`config.mk`:
```
export PLATFORM = sky130hd
export DESIGN_NAME = ram_transfer_table_lookup_exec
export DESIGN_NICKNAME = d
export VERILOG_FILES = /design/src/hw/exec_pkg.sv /design/src/hw/y_step_unit.sv /design/src/hw/ram_transfer_table_lookup_exec.sv
export SDC_FILE = /design/constraint.sdc
export NUM_CORES = 1
export LEC_CHECK = 0
export CORE_ASPECT_RATIO = 0.8
export CORE_MARGIN = 3
export CORE_UTILIZATION = 56
export DETAILED_ROUTE_END_ITERATION = 12
export DONT_BUFFER_PORTS = 1
export HOLD_SLACK_MARGIN = 0.06
export PLACE_DENSITY = 0.75
export SLEW_MARGIN = 25
export SYNTH_ARGS = -nofsm -noshare
export SYNTH_HDL_FRONTEND = slang
export SYNTH_HIERARCHICAL = 1
export SYNTH_SLANG_ARGS = --single-unit
```
`constraint.sdc`:
```
create_clock -name ref_clk -period 2.45 [get_ports ref_clk]
set_clock_uncertainty 0.15 [all_clocks]
set_input_delay 0.49 -clock ref_clk [delete_from_list [all_inputs] [get_ports ref_clk]]
set_output_delay 0.49 -clock ref_clk [all_outputs]
set_load 0.03 [all_outputs]
```
`src/hw/exec_pkg.sv`:
```
// constants and types shared by the transfer and table-lookup executor
`default_nettype none
package exec_pkg;
  localparam int INSTR_W = 10;
  localparam int NIB_W = 4;
  localparam int PAGE_W = 6;
  localparam int DREG_W = 3;
  localparam int UPPER_W = 2;
  localparam int ROM_ADDR_W = 1 + PAGE_W + DREG_W + NIB_W;
  // opcode field positions
  localparam int OP6_HI = 9;
  localparam int OP6_LO = 4;
  localparam int OP4_HI = 9;
  localparam int OP4_LO = 6;
  // table word field positions
  localparam int ROW_UP_HI = 9;
  localparam int ROW_UP_LO = 8;
  localparam int ROW_B_HI = 7;
  localparam int ROW_B_LO = 4;
  localparam int ROW_A_HI = 3;
  localparam int ROW_A_LO = 0;
  // opcodes, upper six bits
  localparam logic [5:0] OPC_MEM_TO_ACC = 6'h2C;
  localparam logic [5:0] OPC_EXCHANGE = 6'h2D;
  localparam logic [5:0] OPC_EXCH_INC = 6'h2E;
  localparam logic [5:0] OPC_EXCH_DEC = 6'h2F;
  localparam logic [5:0] OPC_ACC_TO_MEM = 6'h2B;
  localparam logic [5:0] OPC_LOAD_ACC = 6'h07;
  // table reference, upper four bits
  localparam logic [3:0] OPC_TABLE_REF = 4'h2;
  // reset values, step size, wrap points and bank codes
  localparam logic [3:0] NIB_RST = 4'h0;
  localparam logic [3:0] NIB_ONE = 4'h1;
  localparam logic [3:0] Y_WRAP_DEC = 4'hF;
  localparam logic [3:0] Y_WRAP_INC = 4'h0;
  localparam logic [1:0] UPPER_RST = 2'h0;
  localparam logic BANK_LOW = 1'b0;
  localparam logic BANK_HIGH = 1'b1;

  typedef enum logic [2:0] {
    ST_IDLE = 3'b001,
    ST_READ = 3'b010,
    ST_LOAD = 3'b100
  } tab_state_type;

  typedef enum logic [6:0] {
    CMD_NONE = 7'b0000001,
    CMD_MEM_TO_ACC = 7'b0000010,
    CMD_EXCHANGE = 7'b0000100,
    CMD_EXCH_DEC = 7'b0001000,
    CMD_EXCH_INC = 7'b0010000,
    CMD_ACC_TO_MEM = 7'b0100000,
    CMD_LOAD_ACC = 7'b1000000
  } cmd_type;
endpackage
`default_nettype wire

```
`src/hw/y_step_unit.sv`:
```
// register y step with wrap detection for the exchange variants
`timescale 1ns/1ns
`default_nettype none
module y_step_unit
  import exec_pkg::*;
(
  input wire logic [exec_pkg::NIB_W-1:0] y_in,
  input wire logic dec_en,
  input wire logic inc_en,
  output logic [exec_pkg::NIB_W-1:0] y_out,
  output logic wrap
);
  import exec_pkg::*;

  always_comb begin
    y_out = y_in;
    wrap = 1'b0;
    if (dec_en) begin
      y_out = y_in - NIB_ONE;
      wrap = (y_out == Y_WRAP_DEC);
    end else if (inc_en) begin
      y_out = y_in + NIB_ONE;
      wrap = (y_out == Y_WRAP_INC);
    end
  end
endmodule // y_step_unit
`default_nettype wire

```
`src/hw/ram_transfer_table_lookup_exec.sv`:
```
// executor for ram transfer, exchange, immediate load and table lookup
`timescale 1ns/1ns
`default_nettype none
module ram_transfer_table_lookup_exec
  import exec_pkg::*;
(
  input wire logic ref_clk,
  input wire logic rst_n,
  input wire logic instr_valid,
  input wire logic [exec_pkg::INSTR_W-1:0] instr,
  output logic instr_ready,
  input wire logic [exec_pkg::NIB_W-1:0] ram_rdata,
  output logic ram_we,
  output logic [exec_pkg::NIB_W-1:0] ram_wdata,
  input wire logic [exec_pkg::DREG_W-1:0] d_reg,
  input wire logic select_high_bank,
  input wire logic select_low_bank,
  input wire logic backup_return,
  output logic rom_rd,
  output logic [exec_pkg::ROM_ADDR_W-1:0] rom_addr_q,
  input wire logic [exec_pkg::INSTR_W-1:0] rom_rdata,
  output logic stack_push,
  output logic stack_pop,
  output logic [exec_pkg::NIB_W-1:0] acc_q,
  output logic [exec_pkg::NIB_W-1:0] x_q,
  output logic [exec_pkg::NIB_W-1:0] y_q,
  output logic [exec_pkg::NIB_W-1:0] b_q,
  output logic [exec_pkg::UPPER_W-1:0] table_upper_bits_reg_q,
  output logic bank_q,
  output logic skip_q
);
  import exec_pkg::*;

  function automatic cmd_type decode(input logic [INSTR_W-1:0] w);
    cmd_type c;
    c = CMD_NONE;
    unique case (w[OP6_HI:OP6_LO])
      OPC_MEM_TO_ACC: c = CMD_MEM_TO_ACC;
      OPC_EXCHANGE: c = CMD_EXCHANGE;
      OPC_EXCH_DEC: c = CMD_EXCH_DEC;
      OPC_EXCH_INC: c = CMD_EXCH_INC;
      OPC_ACC_TO_MEM: c = CMD_ACC_TO_MEM;
      OPC_LOAD_ACC: c = CMD_LOAD_ACC;
      default: c = CMD_NONE;
    endcase
    return c;
  endfunction

  tab_state_type state_q;
  cmd_type cmd;
  logic take;
  logic exec;
  logic is_table;
  logic is_load;
  logic la_skip;
  logic prev_load_q;
  logic x_group;
  logic exch_group;
  logic [NIB_W-1:0] imm4;
  logic [PAGE_W-1:0] page;
  logic [NIB_W-1:0] y_next;
  logic y_wrap;

  assign cmd = decode(instr);
  assign imm4 = instr[NIB_W-1:0];
  assign page = instr[PAGE_W-1:0];
  assign is_table = (instr[OP4_HI:OP4_LO] == OPC_TABLE_REF);
  assign is_load = (cmd == CMD_LOAD_ACC);
  assign instr_ready = (state_q == ST_IDLE);
  assign take = instr_valid && instr_ready;
  // a load right after a load is passed over, even if the first was skipped
  assign la_skip = is_load && prev_load_q;
  assign exec = take && !skip_q && !la_skip;
  assign exch_group = (cmd == CMD_EXCHANGE) || (cmd == CMD_EXCH_DEC) ||
                      (cmd == CMD_EXCH_INC);
  assign x_group = exch_group || (cmd == CMD_MEM_TO_ACC) ||
                   (cmd == CMD_ACC_TO_MEM);

  // y steps only when the exchange really executes; wrap arms the skip
  y_step_unit y_step_unit_inst (
    .y_in(y_q),
    .dec_en(cmd == CMD_EXCH_DEC),
    .inc_en(cmd == CMD_EXCH_INC),
    .y_out(y_next),
    .wrap(y_wrap)
  );

  // ram sees old acc while acc takes old ram in the same cycle
  assign ram_we = exec && (exch_group || cmd == CMD_ACC_TO_MEM);
  assign ram_wdata = acc_q;
  assign stack_push = exec && is_table;
  assign stack_pop = (state_q == ST_LOAD);
  assign rom_rd = (state_q == ST_READ);

  always_ff @(posedge ref_clk or negedge rst_n) begin
    if (!rst_n) begin
      state_q <= ST_IDLE;
    end else begin
      unique case (state_q)
        ST_IDLE: begin
          if (exec && is_table) begin
            state_q <= ST_READ;
          end
        end
        ST_READ: state_q <= ST_LOAD;
        ST_LOAD: state_q <= ST_IDLE;
      endcase
    end
  end

  always_ff @(posedge ref_clk or negedge rst_n) begin
    if (!rst_n) begin
      prev_load_q <= 1'b0;
    end else if (take) begin
      prev_load_q <= is_load;
    end
  end

  // a skip is consumed by the next instruction taken, whatever it is
  always_ff @(posedge ref_clk or negedge rst_n) begin
    if (!rst_n) begin
      skip_q <= 1'b0;
    end else if (take) begin
      skip_q <= exec && y_wrap;
    end
  end

  always_ff @(posedge ref_clk or negedge rst_n) begin
    if (!rst_n) begin
      acc_q <= NIB_RST;
    end else if (state_q == ST_LOAD) begin
      acc_q <= rom_rdata[ROW_A_HI:ROW_A_LO];
    end else if (exec && (cmd == CMD_MEM_TO_ACC || exch_group)) begin
      acc_q <= ram_rdata;
    end else if (exec && is_load) begin
      acc_q <= imm4;
    end
  end

  always_ff @(posedge ref_clk or negedge rst_n) begin
    if (!rst_n) begin
      x_q <= NIB_RST;
    end else if (exec && x_group) begin
      x_q <= x_q ^ imm4;
    end
  end

  always_ff @(posedge ref_clk or negedge rst_n) begin
    if (!rst_n) begin
      y_q <= NIB_RST;
    end else if (exec && (cmd == CMD_EXCH_DEC || cmd == CMD_EXCH_INC)) begin
      y_q <= y_next;
    end
  end

  always_ff @(posedge ref_clk or negedge rst_n) begin
    if (!rst_n) begin
      b_q <= NIB_RST;
      table_upper_bits_reg_q <= UPPER_RST;
    end else if (state_q == ST_LOAD) begin
      b_q <= rom_rdata[ROW_B_HI:ROW_B_LO];
      table_upper_bits_reg_q <= rom_rdata[ROW_UP_HI:ROW_UP_LO];
    end
  end

  // low bank wins a tie so a wakeup never lands in the high pages
  always_ff @(posedge ref_clk or negedge rst_n) begin
    if (!rst_n) begin
      bank_q <= BANK_LOW;
    end else if (select_low_bank || backup_return) begin
      bank_q <= BANK_LOW;
    end else if (select_high_bank) begin
      bank_q <= BANK_HIGH;
    end
  end

  always_ff @(posedge ref_clk or negedge rst_n) begin
    if (!rst_n) begin
      rom_addr_q <= '0;
    end else if (exec && is_table) begin
      rom_addr_q <= {bank_q, page, d_reg, acc_q};
    end
  end
endmodule // ram_transfer_table_lookup_exec
`default_nettype wire

```
# ---- Word level (Yosys, flattened, before mapping)
# Cells that the tools add are included.
dict set report op_classes {
  add_sub_neg 2
  n_mul 0
  div_mod_pow 0
  magnitude_cmp 0
  n_eq_ne 18
  shifts 0
  n_mux 12
  n_bitwise 1
  n_reduce_logical 25
}
# operator n
set op_table {}
lappend op_table {{case mux 7 bit (6 select lines)} 1}
lappend op_table {{== test 6 bit (second input constant)} 5}
lappend op_table {{2-to-1 mux 4 bit} 5}
lappend op_table {{logical AND 1 bit} 11}
lappend op_table {{case mux 3 bit (3 select lines)} 1}
lappend op_table {{== test 7 x 2 -> 1 bit (second input constant)} 1}
lappend op_table {{== test 7 x 3 -> 1 bit (second input constant)} 1}
lappend op_table {{== test 7 x 4 -> 1 bit (second input constant)} 1}
lappend op_table {{== test 7 x 5 -> 1 bit (second input constant)} 1}
lappend op_table {{== test 7 x 6 -> 1 bit (second input constant)} 1}
lappend op_table {{== test 7 bit (second input constant)} 1}
lappend op_table {{logical OR 1 bit} 7}
lappend op_table {{== test 6 x 3 -> 1 bit (second input constant)} 1}
lappend op_table {{adder 4 x 1 -> 4 bit (second input constant)} 1}
lappend op_table {{== test 4 x 2 -> 1 bit (second input constant)} 1}
lappend op_table {{== test 4 bit (second input constant)} 1}
lappend op_table {{zero test 4 bit} 1}
lappend op_table {{2-to-1 mux 1 bit} 4}
lappend op_table {{nonzero test 2 bit} 2}
lappend op_table {{subtractor 4 x 1 -> 4 bit (second input constant)} 1}
lappend op_table {{XOR 4 bit} 1}
lappend op_table {{== test 3 x 1 -> 1 bit (second input constant)} 1}
lappend op_table {{== test 3 x 2 -> 1 bit (second input constant)} 1}
lappend op_table {{== test 3 bit (second input constant)} 1}
lappend op_table {{other kinds (5)} 6}
dict set report totals {
  ff_bits 38
  latchBits 0
  ram_bits 0
  rom_bits 0
  in_bits 33
  output_inout_bits 43
  word_cells 68
  mem_count 0
}

# ---- Longest topological paths before layout
# Gate-level depths: netlist of run 1.
dict set report depth {
  depth_word 10
  mapped_depth 9
  depth_no_buf 7
}

# ---- By module
# Netlist of run 1, hierarchy kept.
# mod instances cells_each area_each_um2 seq_area_each_um2
set modules_own_cells {}
lappend modules_own_cells {ram_transfer_table_lookup_exec 1 136 1741.7 952.2}
lappend modules_own_cells {y_step_unit 1 32 264.0 0.0}

# ---- Worst setup path before layout of run 1
# No wires, ideal clock.
dict set report synth_path {
  path_type {register -> output}
  from {register state_q[0]}
  to {output stack_push}
  arrival_time_ps 1985
  required_ps 1810
  slack_ps -175
  stages_incl_launch_ff 6
  n_path_buf 1
  cell_sequence {dfstp_2 > nor3b_2 > o2111a_2 > nand2_2 > buf_4 > inv_1}
}
dict set report synth_via {
  elab_chain_len 5
}
# element line
set synth_rtl {}
lappend synth_rtl {{start: declaration} ram_transfer_table_lookup_exec.sv:49} ;# tab_state_type state_q;
lappend synth_rtl {{start signal: assignment} ram_transfer_table_lookup_exec.sv:97} ;# state_q <= ST_IDLE;
lappend synth_rtl {{start signal: assignment} ram_transfer_table_lookup_exec.sv:102} ;# state_q <= ST_READ;
lappend synth_rtl {{start signal: assignment} ram_transfer_table_lookup_exec.sv:105} ;# ST_READ: state_q <= ST_LOAD;
lappend synth_rtl {{== test 3 x 1 -> 1 bit} ram_transfer_table_lookup_exec.sv:69} ;# assign instr_ready = (state_q == ST_IDLE);
lappend synth_rtl {{net instr_ready} ram_transfer_table_lookup_exec.sv:11} ;# output logic instr_ready,
lappend synth_rtl {{logical AND 1 bit} ram_transfer_table_lookup_exec.sv:70} ;# assign take = instr_valid && instr_ready;
lappend synth_rtl {{logical AND 1 bit (2 in series)} ram_transfer_table_lookup_exec.sv:73} ;# assign exec = take && !skip_q && !la_skip;
lappend synth_rtl {{logical AND 1 bit} ram_transfer_table_lookup_exec.sv:91} ;# assign stack_push = exec && is_table;
lappend synth_rtl {{end: declaration} ram_transfer_table_lookup_exec.sv:22} ;# output logic stack_push,
# The timed path passes the listed nets, and every way through them passes these cells.

# ---- Worst setup path in the final report of run 1
dict set report layout_path {
  from {register state_q[0]}
  to {output ram_we}
}
dict set report layout_via {
  elab_chain_len 5
}
# element line
set layout_rtl {}
lappend layout_rtl {{== test 3 x 1 -> 1 bit} ram_transfer_table_lookup_exec.sv:69}
lappend layout_rtl {{logical AND 1 bit} ram_transfer_table_lookup_exec.sv:70}
lappend layout_rtl {{logical AND 1 bit (2 in series)} ram_transfer_table_lookup_exec.sv:73}
lappend layout_rtl {{logical AND 1 bit} ram_transfer_table_lookup_exec.sv:89} ;# assign ram_we = exec && (exch_group || cmd == CMD_ACC_TO_MEM);
lappend layout_rtl {{end: declaration} ram_transfer_table_lookup_exec.sv:13} ;# output logic ram_we,
# No other way between the ends.

==> reports/results.ini, run 1 <==
[power_and_ir_drop]
leakage_nw = 1.05
power_density_nw_per_um2 = 992
max-vdd-ir-drop_mv = 0.653

[worst_setup_path]
path_max_fanout = 6
cpPeakStageDelay_ns = 0.58
cp-start-kind = register
critPathKind = register to output port
worst_setup_path_end_kind = output port
critPathTopFamily = compound AO/OA/AOI/OAI gates
reg2regPathDepth = 4
timing.rr.end = y_q[1]
crit_chain = nor3b_4, o2111a_2, o211a_1
arrival_ns = 1.75
path_buf_inv = 0
r2r_setup_slack_ns = 0.19
cpMaxStageDelayCell = dfstp_2
timing.rr.start = state_q[0]
critical_path_required_ns = 1.81

[cts]
tritoncts = done
root_buffer = clkbuf_8
cts_sinks = 38
postCtsResizedCells = 0
cts_max_path_buffers = 2
clock_latency_ns = 0.28
h-tree-depth = 2
cts_buffers = 5
clk_pin_slew_worst_paths_ns = 0.07

[place]
post-place-ws_ns = 0.162
portBuffers = 0
dp_hpwl_mm = 3.32
gp_congestion = 0.837

[global_routing]
antenna_found_initial = 0
overflow = 0
grt_pass1_wl_mm = 6.97
grtUsageTotal = 0.212
grt_pass1_vias = 1451
grt_start_max_net_pins = 39

[floorplanning]
fp-row-count = 18
die_h_um = 59.5
dieWidth_um = 72.9
ios = 76
coreArea_sq_um = 3240
dieArea_sq_um = 4340
start_util = 0.618

[synthesis]
synth_xor_area_frac = 0.0387
synth_cell_types = 44
synth_top_area_share = 0.462
synth_compound_area_frac = 0.124
synthArstFlopShare = 1.00
yosys-top-cells-count = dfrtp_1, mux2_2, inv_1
synth_simple_gate_area_frac = 0.142
seq_area_frac_synth = 0.475
synth_top_family_by_area = simple AND/OR/NAND/NOR gates
synth_cells = 168
synth-seq-cells = 38
muxShareOfSynthArea = 0.140
synth_area_leaders = dfrtp_1, mux2_2, xnor2_1, a32o_1, nand3b_4
synth_fp_nets = 204
yosysMostFrequentCell = dfrtp_1
synth_edf_count = 0
synth.largest_area_cell = dfrtp_1
ys.warnings.count = 6
syn_area_per_cell_sq_um = 11.9
ys.flop_type = dfrtp_1
synth_area_sq_um = 2010
synth_fa_ha_area_frac = 0.0187

[worst_hold_path]
worstHoldPathCells = 1
hold_end = bank_q
min_path_type = primary input to register
hp-start = select_low_bank

[detailed_routing]
via_per_inst = 6.54
ant_nets = 0
m1WireLength_mm = 1.79
route.detailed.drc = 0
drt_wl_total_mm = 4.39
met3_length_um = 492
wl_met2_mm = 2.04
via_count = 1426
routed.top_layer = met4
drtIter0Drc = 89
first_pass_iters = 4
routedWlPerCell_um = 20.2

[run]
maxCapViolCount = 0

[timing]
fmax_mhz = 418
grt_setup_unrepaired = false
min_period_ns = 2.39
maxSlewHeadroom = 0.537
setup_viol = 0
period_share = 0.976
worstMarginPinSlew_ns = 0.690
worst_slack_ns = 0.0593
hold_viol = 0
slew_viol_final = 0

[final_layout]
utilization = 0.686
antenna_cells = 0
layout.nets = 213
syn2layout_area_growth_pct = 10.9
drive_gt1_frac = 0.326

[run_status]
status = completed

==> registers in the layout, indices dropped and copies added, names as in the netlist <==
register                cells
acc_q                       4
b_q                         4
bank_q                      1
prev_load_q                 1
rom_addr_q                 14
skip_q                      1
state_q                     3
table_upper_bits_reg_q      2
x_q                         4
y_q                         4
==> metrics by stage <==
stage                     setup TNS (ns)  instance area (sq um)  hold WS [ns]  cells  total power, mW
after global routing                   0                   2220         0.114    218             2.32
after global placement                 0                   2080        0.0456    206             1.72
after CTS                        -0.0117                   2200         0.116    216             2.20
after floorplan                  -0.0292                   2030        0.0444    168             1.65
after detailed placement               0                   2080        0.0452    206             1.75
final                                  0                   2220         0.118    218             2.21
==> final cells by class <==
| class | count | area, sq um |
|---|---|---|
| Clock buffer | 7 | 86.3 |
| Fill cell | 252 | 1020 |
| Inverter | 9 | 37.5 |
| Tap cell | 40 | 50.0 |
| Multi-Input combinational cell | 108 | 953 |
| Clock inverter | 1 | 5.00 |
| Timing Repair Buffer | 15 | 140 |
| Sequential cell | 38 | 952 |
==> metal layers <==
metal,global-route usage,vias up
met5,0,-
met3,0.0797,9
met4,0.0632,0
li1,-,638
met1,0.282,691
met2,0.324,88
==> placed cells by master, fill, tap and decap left out, drive strengths merged, types with 2 or more instances in the layout <==
| master | count |
|---|---|
| nand2 | 6 |
| nand3b | 2 |
| clkbuf | 7 |
| nor4b | 2 |
| nand3 | 6 |
| o21ai | 3 |
| ha | 3 |
| a22o | 5 |
| inv | 8 |
| mux2 | 24 |
| o41ai | 4 |
| xnor2 | 6 |
| nor3b | 4 |
| xor2 | 2 |
| a32o | 4 |
| dfrtp | 37 |
| or4 | 4 |
| a21oi | 5 |
| nor2 | 5 |
| or3 | 4 |
| nor3 | 3 |
| a211oi | 3 |
| buf | 14 |
| o31ai | 2 |
==> cells by family (layout without fill, tap and decap cells) <==
logic type / after synthesis / count (layout)
fa+ha+maj: 3 / 3
compound gates: 31 / 31
simple gates: 41 / 41
mux: 25 / 25
xor+xnor: 8 / 8
buf+inv: 22 / 32
flops: 38 / 38
==> what timing repair did <==
action | 4_1_cts | 5_1_grt
pin swaps | 0 | 1
endpoints found under the hold margin | 38 | 0
buffers inserted | 0 | 2
setup endpoints to repair | 1 | 2
hold buffers | 2 | 0
==> report_power, final <==
part           switching, mW  total, mW  internal (mW)  leakage [nW]
registers              0.512       1.31          0.793         0.499
clock network          0.207      0.434          0.227        0.0482
logic                  0.212      0.466          0.254         0.501
total                  0.932       2.21           1.27          1.05
==> how the worst max path moves through the flow <==
stage | start | to | slack, ns | cells past startpoint
floorplan | instr[8] | stack_push | -0.03 | 6
global placement | instr[8] | stack_push | 0.18 | 4
detailed placement | instr[8] | stack_push | 0.16 | 4
CTS | state_q[2] | stack_pop | -0.01 | 2
global route | state_q[0] | ram_we | 0.002 | 3
finish | state_q[0] | ram_we | 0.06 | 3
(Power assumes the default switching activity.)
==> run 2: changes to the inputs <==
- SYNTH_HIERARCHICAL: 1 -> default
==> reports/results.ini, run 2 <==
[timing]
maxSlewHeadroom = 0.586  ; was 0.537
fmax_mhz = 433  ; was 418 MHz
min_period_ns = 2.31  ; was 2.39 ns
slew_viol_final = 0  ; unchanged
hold_viol = 0  ; unchanged
setup_viol = 0  ; unchanged
period_share = 0.942  ; was 0.976
worstMarginPinSlew_ns = 0.622  ; was 0.690 ns
grt_setup_unrepaired = false  ; unchanged
tns_ns = 0  ; unchanged

[cts]
cts_max_path_buffers = 2  ; unchanged
clock_latency_ns = 0.28  ; about the same
tritoncts = done  ; unchanged
root_buffer = clkbuf_8  ; unchanged
cts_hold_buf = 2  ; unchanged
cts_buffers = 5  ; unchanged
cts_setup_buffers = 0  ; unchanged
postCtsResizedCells = 0  ; unchanged
h-tree-depth = 2  ; unchanged
cts_sinks = 38  ; unchanged
clk_pin_slew_worst_paths_ns = 0.07  ; about the same

[floorplanning]
die_h_um = 58.6  ; was 59.5 um
start_util = 0.605  ; was 0.618
fp-row-count = 18  ; unchanged
coreArea_sq_um = 3200  ; was 3240 sq um
dieArea_sq_um = 4200  ; was 4340 sq um
ios = 76  ; unchanged
dieWidth_um = 71.7  ; was 72.9 um

[worst_hold_path]
hp-start = select_low_bank  ; unchanged
hold_end = bank_q  ; unchanged
worstHoldPathCells = 1  ; unchanged
min_path_type = primary input to register  ; unchanged

[global_routing]
grtUsageTotal = 0.207  ; was 0.212
overflow = 0  ; unchanged
antenna_found_initial = 0  ; unchanged
grt_pass1_vias = 1311  ; was 1451
grt_pass1_wl_mm = 6.63  ; was 6.97 mm
grt_start_max_net_pins = 39  ; unchanged

[worst_setup_path]
timing.rr.start = y_q[1]  ; was state_q[0]
path_max_fanout = 5  ; was 6
critPathKind = register to output port  ; unchanged
critical_path_required_ns = 1.81  ; about the same
arrival_ns = 1.67  ; was 1.75 ns
timing.rr.end = skip_q  ; was y_q[1]
worst_setup_path_end_kind = output port  ; unchanged
reg2regPathDepth = 6  ; was 4
r2r_setup_slack_ns = 0.46  ; was 0.19 ns
cp-start-kind = register  ; unchanged

[power_and_ir_drop]
pwr-share-comb = 0.210  ; was 0.211
power_density_nw_per_um2 = 1080  ; was 992 nW/um^2
power_mw = 2.32  ; was 2.21 mW
p_sw_frac = 0.412  ; was 0.422
max-vdd-ir-drop_mv = 0.681  ; was 0.653 mV
p_clk_frac = 0.227  ; was 0.197
leakage_nw = 1.02  ; was 1.05 nW
power.internal_mw = 1.36  ; was 1.27 mW
p_switching_mw = 0.956  ; was 0.932 mW
pwr-share-seq = 0.564  ; was 0.592

[detailed_routing]
drtIter0Drc = 38  ; was 89
ant_nets = 0  ; unchanged
first_pass_iters = 4  ; unchanged
via_per_inst = 6.07  ; was 6.54
via_count = 1312  ; was 1426
routedWlPerCell_um = 19.2  ; was 20.2 um
route.detailed.drc = 0  ; unchanged
drt_wl_total_mm = 4.14  ; was 4.39 mm

[place]
gp_congestion = 0.779  ; was 0.837
dp_hpwl_mm = 3.20  ; was 3.32 mm
portBuffers = 0  ; unchanged

[synthesis]
synth_fp_nets = 206  ; was 204
synth_cell_types = 48  ; was 44
syn_area_per_cell_sq_um = 11.4  ; was 11.9 sq um
synth_cells = 169  ; was 168
synth_edf_count = 0  ; unchanged
ys.flop_type = dfrtp_1  ; unchanged
synth.largest_area_cell = dfrtp_1  ; unchanged
synth-seq-cells = 38  ; unchanged
ys.warnings.count = 0  ; was 6
yosys-top-cells-count = dfrtp_1, nand2_1, mux2_4  ; was dfrtp_1, mux2_2, inv_1
seq_area_frac_synth = 0.492  ; was 0.475
yosysMostFrequentCell = dfrtp_1  ; unchanged
synth_area_sq_um = 1930  ; was 2010 sq um
synth_top_area_share = 0.479  ; was 0.462
synthArstFlopShare = 1.00  ; unchanged
synth_area_leaders = dfrtp_1, mux2_4, nand2_1, mux2_2, xnor2_1  ; was dfrtp_1, mux2_2, xnor2_1, a32o_1, nand3b_4

[final_layout]
final_cell_mix = dfrtp_1, nand2_1, mux2_4  ; was dfrtp_1, mux2_2, buf_4
layout.nets = 213  ; unchanged
top_register = rom_addr_q  ; unchanged
drive_gt1_frac = 0.250  ; was 0.326
antenna_cells = 0  ; unchanged
syn2layout_area_growth_pct = 10.5  ; was 10.9%
largest_reg_flops = 14  ; unchanged
layout.cells.most_common = dfrtp_1  ; unchanged

[run]
maxCapViolCount = 0  ; unchanged

[run_status]
status = completed  ; unchanged

run 2: worst max path at each step:
stage                     startpoint  endpoint  slack [ns]  cells past startpoint
final                     state_q[0]    ram_we        0.14                      4
after global routing      state_q[0]    ram_we        0.02                      4
after CTS                 state_q[0]    ram_we        0.13                      4
after detailed placement    instr[8]    ram_we        0.43                      4
after global placement      instr[8]    ram_we        0.44                      4
after floorplan           state_q[0]    ram_we        0.04                      3
run 2: final cells by class:
class | instances | area [sq um]
fill | 258 | 1060
clock buffer | 6 | 82.6
timing repair buffer | 10 | 103
sequential | 38 | 952
clock inverter | 1 | 30.0
tap | 40 | 50.0
multi-input combinational | 117 | 906
inverter | 4 | 15.0
run 2: worst max-delay path, stage by stage (launching register included):
cell and delay (ns):
dfstp_2 0.57, nor3b_4 0.19, and4b_1 0.31, o21a_1 0.19, buf_12 0.13
run 2: per-stage QoR:
step                cells  hold WS (ns)   util  setup WS, ns  instance area (sq um)
floorplan             169        0.0444      -        0.0383                   1930
global placement      207        0.0454  0.624         0.438                   2000
detailed placement    207        0.0453  0.624         0.425                   2000
CTS                   216         0.114  0.669         0.127                   2140
global route          216         0.113  0.669        0.0182                   2140
finish                216         0.123  0.669         0.142                   2140
run 2: cell families (layout without fill, tap and decap cells):
family                     Yosys count  after routing  synth area share
muxes                               16             16             0.107
AOI/OAI and AO/OA                   26             26             0.108
adders and majority gates            4              4            0.0259
xor gates and xnor gates             8              8            0.0362
buffers and inverters               14             21            0.0394
and+or+nand+nor                     63             63             0.191
DFF                                 38             38             0.492
run 2: per-layer routing:
layer,global-route usage,part of all wire,vias to the layer above
li1,-,-,610
met1,0.259,0.41,636
met2,0.343,0.49,62
met3,0.0802,0.087,4
met4,0.0483,0.0072,0
met5,0,0,-
run 2: power groups by stage:
stage | sequential (mW) | clock (mW) | combinational, mW
after global routing | 1.34 | 0.568 | 0.545
after detailed placement | 1.32 | 0 | 0.475
after global placement | 1.31 | 0 | 0.453
after CTS | 1.31 | 0.536 | 0.494
final | 1.31 | 0.525 | 0.487
after floorplan | 1.22 | 0 | 0.486
==> run 3: changes to the inputs <==
- PLACE_DENSITY: 0.75 -> 0.79
==> reports/results.ini, run 3 (synthesized netlist as in run 2, its figures left out) <==
[timing]
tns_ns = 0  ; unchanged
setup_viol = 0  ; unchanged
hold_ws_ns = 0.117  ; was 0.123 ns
slew_viol_final = 0  ; unchanged
fmax_mhz = 430  ; was 433 MHz
worstMarginPinSlew_ns = 0.605  ; was 0.622 ns
period_share = 0.949  ; was 0.942
hold_viol = 0  ; unchanged
maxSlewHeadroom = 0.597  ; was 0.586
grt_setup_unrepaired = false  ; unchanged
min_period_ns = 2.33  ; was 2.31 ns

[detailed_routing]
drt_wl_total_mm = 4.15  ; was 4.14 mm
drtIter0Drc = 95  ; was 38
ant_nets = 0  ; unchanged
routedWlPerCell_um = 19.1  ; was 19.2 um
via_per_inst = 6.13  ; was 6.07
first_pass_iters = 4  ; unchanged
via_count = 1331  ; was 1312
route.detailed.drc = 0  ; unchanged

[place]
portBuffers = 0  ; unchanged
gp_congestion = 0.923  ; was 0.779
dp_hpwl_mm = 3.12  ; was 3.20 mm

[global_routing]
globalRouteMet1Util = 0.277  ; was 0.259
grt_start_max_net_pins = 39  ; unchanged
grt.met3_usage = 0.0751  ; was 0.0802
grt_pass1_wl_mm = 6.59  ; was 6.63 mm
grt_pass1_vias = 1294  ; was 1311
busiest_layer = met2  ; unchanged
antenna_found_initial = 0  ; unchanged
grtUsageTotal = 0.203  ; was 0.207
overflow = 0  ; unchanged
grt_util_met2 = 0.310  ; was 0.343

[cts]
h-tree-depth = 2  ; unchanged
cts_buffers = 5  ; unchanged
root_buffer = clkbuf_8  ; unchanged
cts_setup_buffers = 0  ; unchanged
clock_latency_ns = 0.29  ; was 0.28 ns
cts_max_path_buffers = 2  ; unchanged
clk_pin_slew_worst_paths_ns = 0.07  ; about the same
postCtsResizedCells = 0  ; unchanged
tritoncts = done  ; unchanged
cts_hold_buf = 2  ; unchanged
cts_sinks = 38  ; unchanged

[worst_setup_path]
r2r_setup_slack_ns = 0.41  ; was 0.46 ns
reg2regPathDepth = 6  ; unchanged
path_max_fanout = 5  ; unchanged
worst_setup_path_end_kind = output port  ; unchanged
timing.rr.end = skip_q  ; unchanged
timing.rr.start = y_q[0]  ; was y_q[1]
arrival_ns = 1.69  ; was 1.67 ns
critical_path_required_ns = 1.81  ; about the same
cp-start-kind = register  ; unchanged
critPathKind = register to output port  ; unchanged

[final_layout]
layout.cells.most_common = dfrtp_1  ; unchanged
largest_reg_flops = 14  ; unchanged
final_cell_mix = dfrtp_1, nand2_1, mux2_4  ; unchanged
top_register = rom_addr_q  ; unchanged
antenna_cells = 0  ; unchanged
layout.nets = 213  ; unchanged
drive_gt1_frac = 0.254  ; was 0.250
syn2layout_area_growth_pct = 9.64  ; was 10.5%

[floorplanning]
fp-row-count = 18  ; unchanged
dieArea_sq_um = 4200  ; unchanged
start_util = 0.605  ; unchanged
coreArea_sq_um = 3200  ; unchanged
dieWidth_um = 71.7  ; unchanged
ios = 76  ; unchanged
die_h_um = 58.6  ; unchanged

[run_status]
status = completed  ; unchanged

[power_and_ir_drop]
power_density_nw_per_um2 = 1050  ; was 1080 nW/um^2
leakage_nw = 1.01  ; was 1.02 nW
max-vdd-ir-drop_mv = 0.822  ; was 0.681 mV

[worst_hold_path]
worstHoldPathCells = 1  ; unchanged
hold_end = bank_q  ; unchanged
min_path_type = primary input to register  ; unchanged
hp-start = select_low_bank  ; unchanged

[run]
maxCapViolCount = 0  ; unchanged

run 3: cell count changes in the layout (fill, tap and decap cells not counted):
| cell | change |
|---|---|
| bufinv_16 | -1 |
| clkinv_2 | +1 |
| clkinvlp_4 | +1 |
run 3: worst max-delay path by stage:
stage / startpoint / end / slack [ns] / cells past startpoint
5_1_grt: state_q[0] / ram_we / 0.007 / 4
6_report: state_q[0] / ram_we / 0.12 / 4
2_1_floorplan: state_q[0] / ram_we / 0.04 / 3
3_3_place_gp: y_q[0] / skip_q / 0.44 / 6
3_5_place_dp: state_q[0] / ram_we / 0.41 / 4
4_1_cts: state_q[0] / ram_we / 0.1 / 4
run 3: report_power, final:
part	internal (mW)	switching, mW	leakage (nW)	total (mW)
logic	0.237	0.239	0.467	0.476
registers	0.796	0.517	0.495	1.31
clock network	0.226	0.218	0.0472	0.444
total	1.26	0.974	1.01	2.23
run 3: metal layers:
metal | wire length, um | vias to the layer above | part of all wire
li1 | - | 611 | -
met5 | 0 | - | 0
met1 | 1830 | 660 | 0.44
met2 | 1920 | 55 | 0.46
met3 | 357 | 5 | 0.086
met4 | 40 | 0 | 0.0096
run 3: worst max-delay path: stages, from the launching register on:
cell     delay, ns
dfstp_2       0.57
nor3b_4       0.20
and4b_1       0.31
o21a_1        0.20
buf_12        0.13
run 3: final cells by class:
type | count | area (sq um)
fillers | 258 | 1080
repair buffers | 10 | 103
flip-flops and latches | 38 | 952
clock inverters | 2 | 12.5
inverters | 4 | 15.0
well taps | 40 | 50.0
clock buffers | 6 | 82.6
multi-input cells | 117 | 906
run 3: metrics by stage:
stage,power [mW],setup slack (ns),area [sq um],utilization,cells
after floorplan,1.70,0.0383,1930,-,169
after global placement,1.76,0.438,2000,0.624,207
after detailed placement,1.79,0.411,2000,0.624,207
after CTS,2.25,0.0973,2120,0.663,217
after global routing,2.35,0.00719,2120,0.663,217
final,2.23,0.125,2120,0.663,217
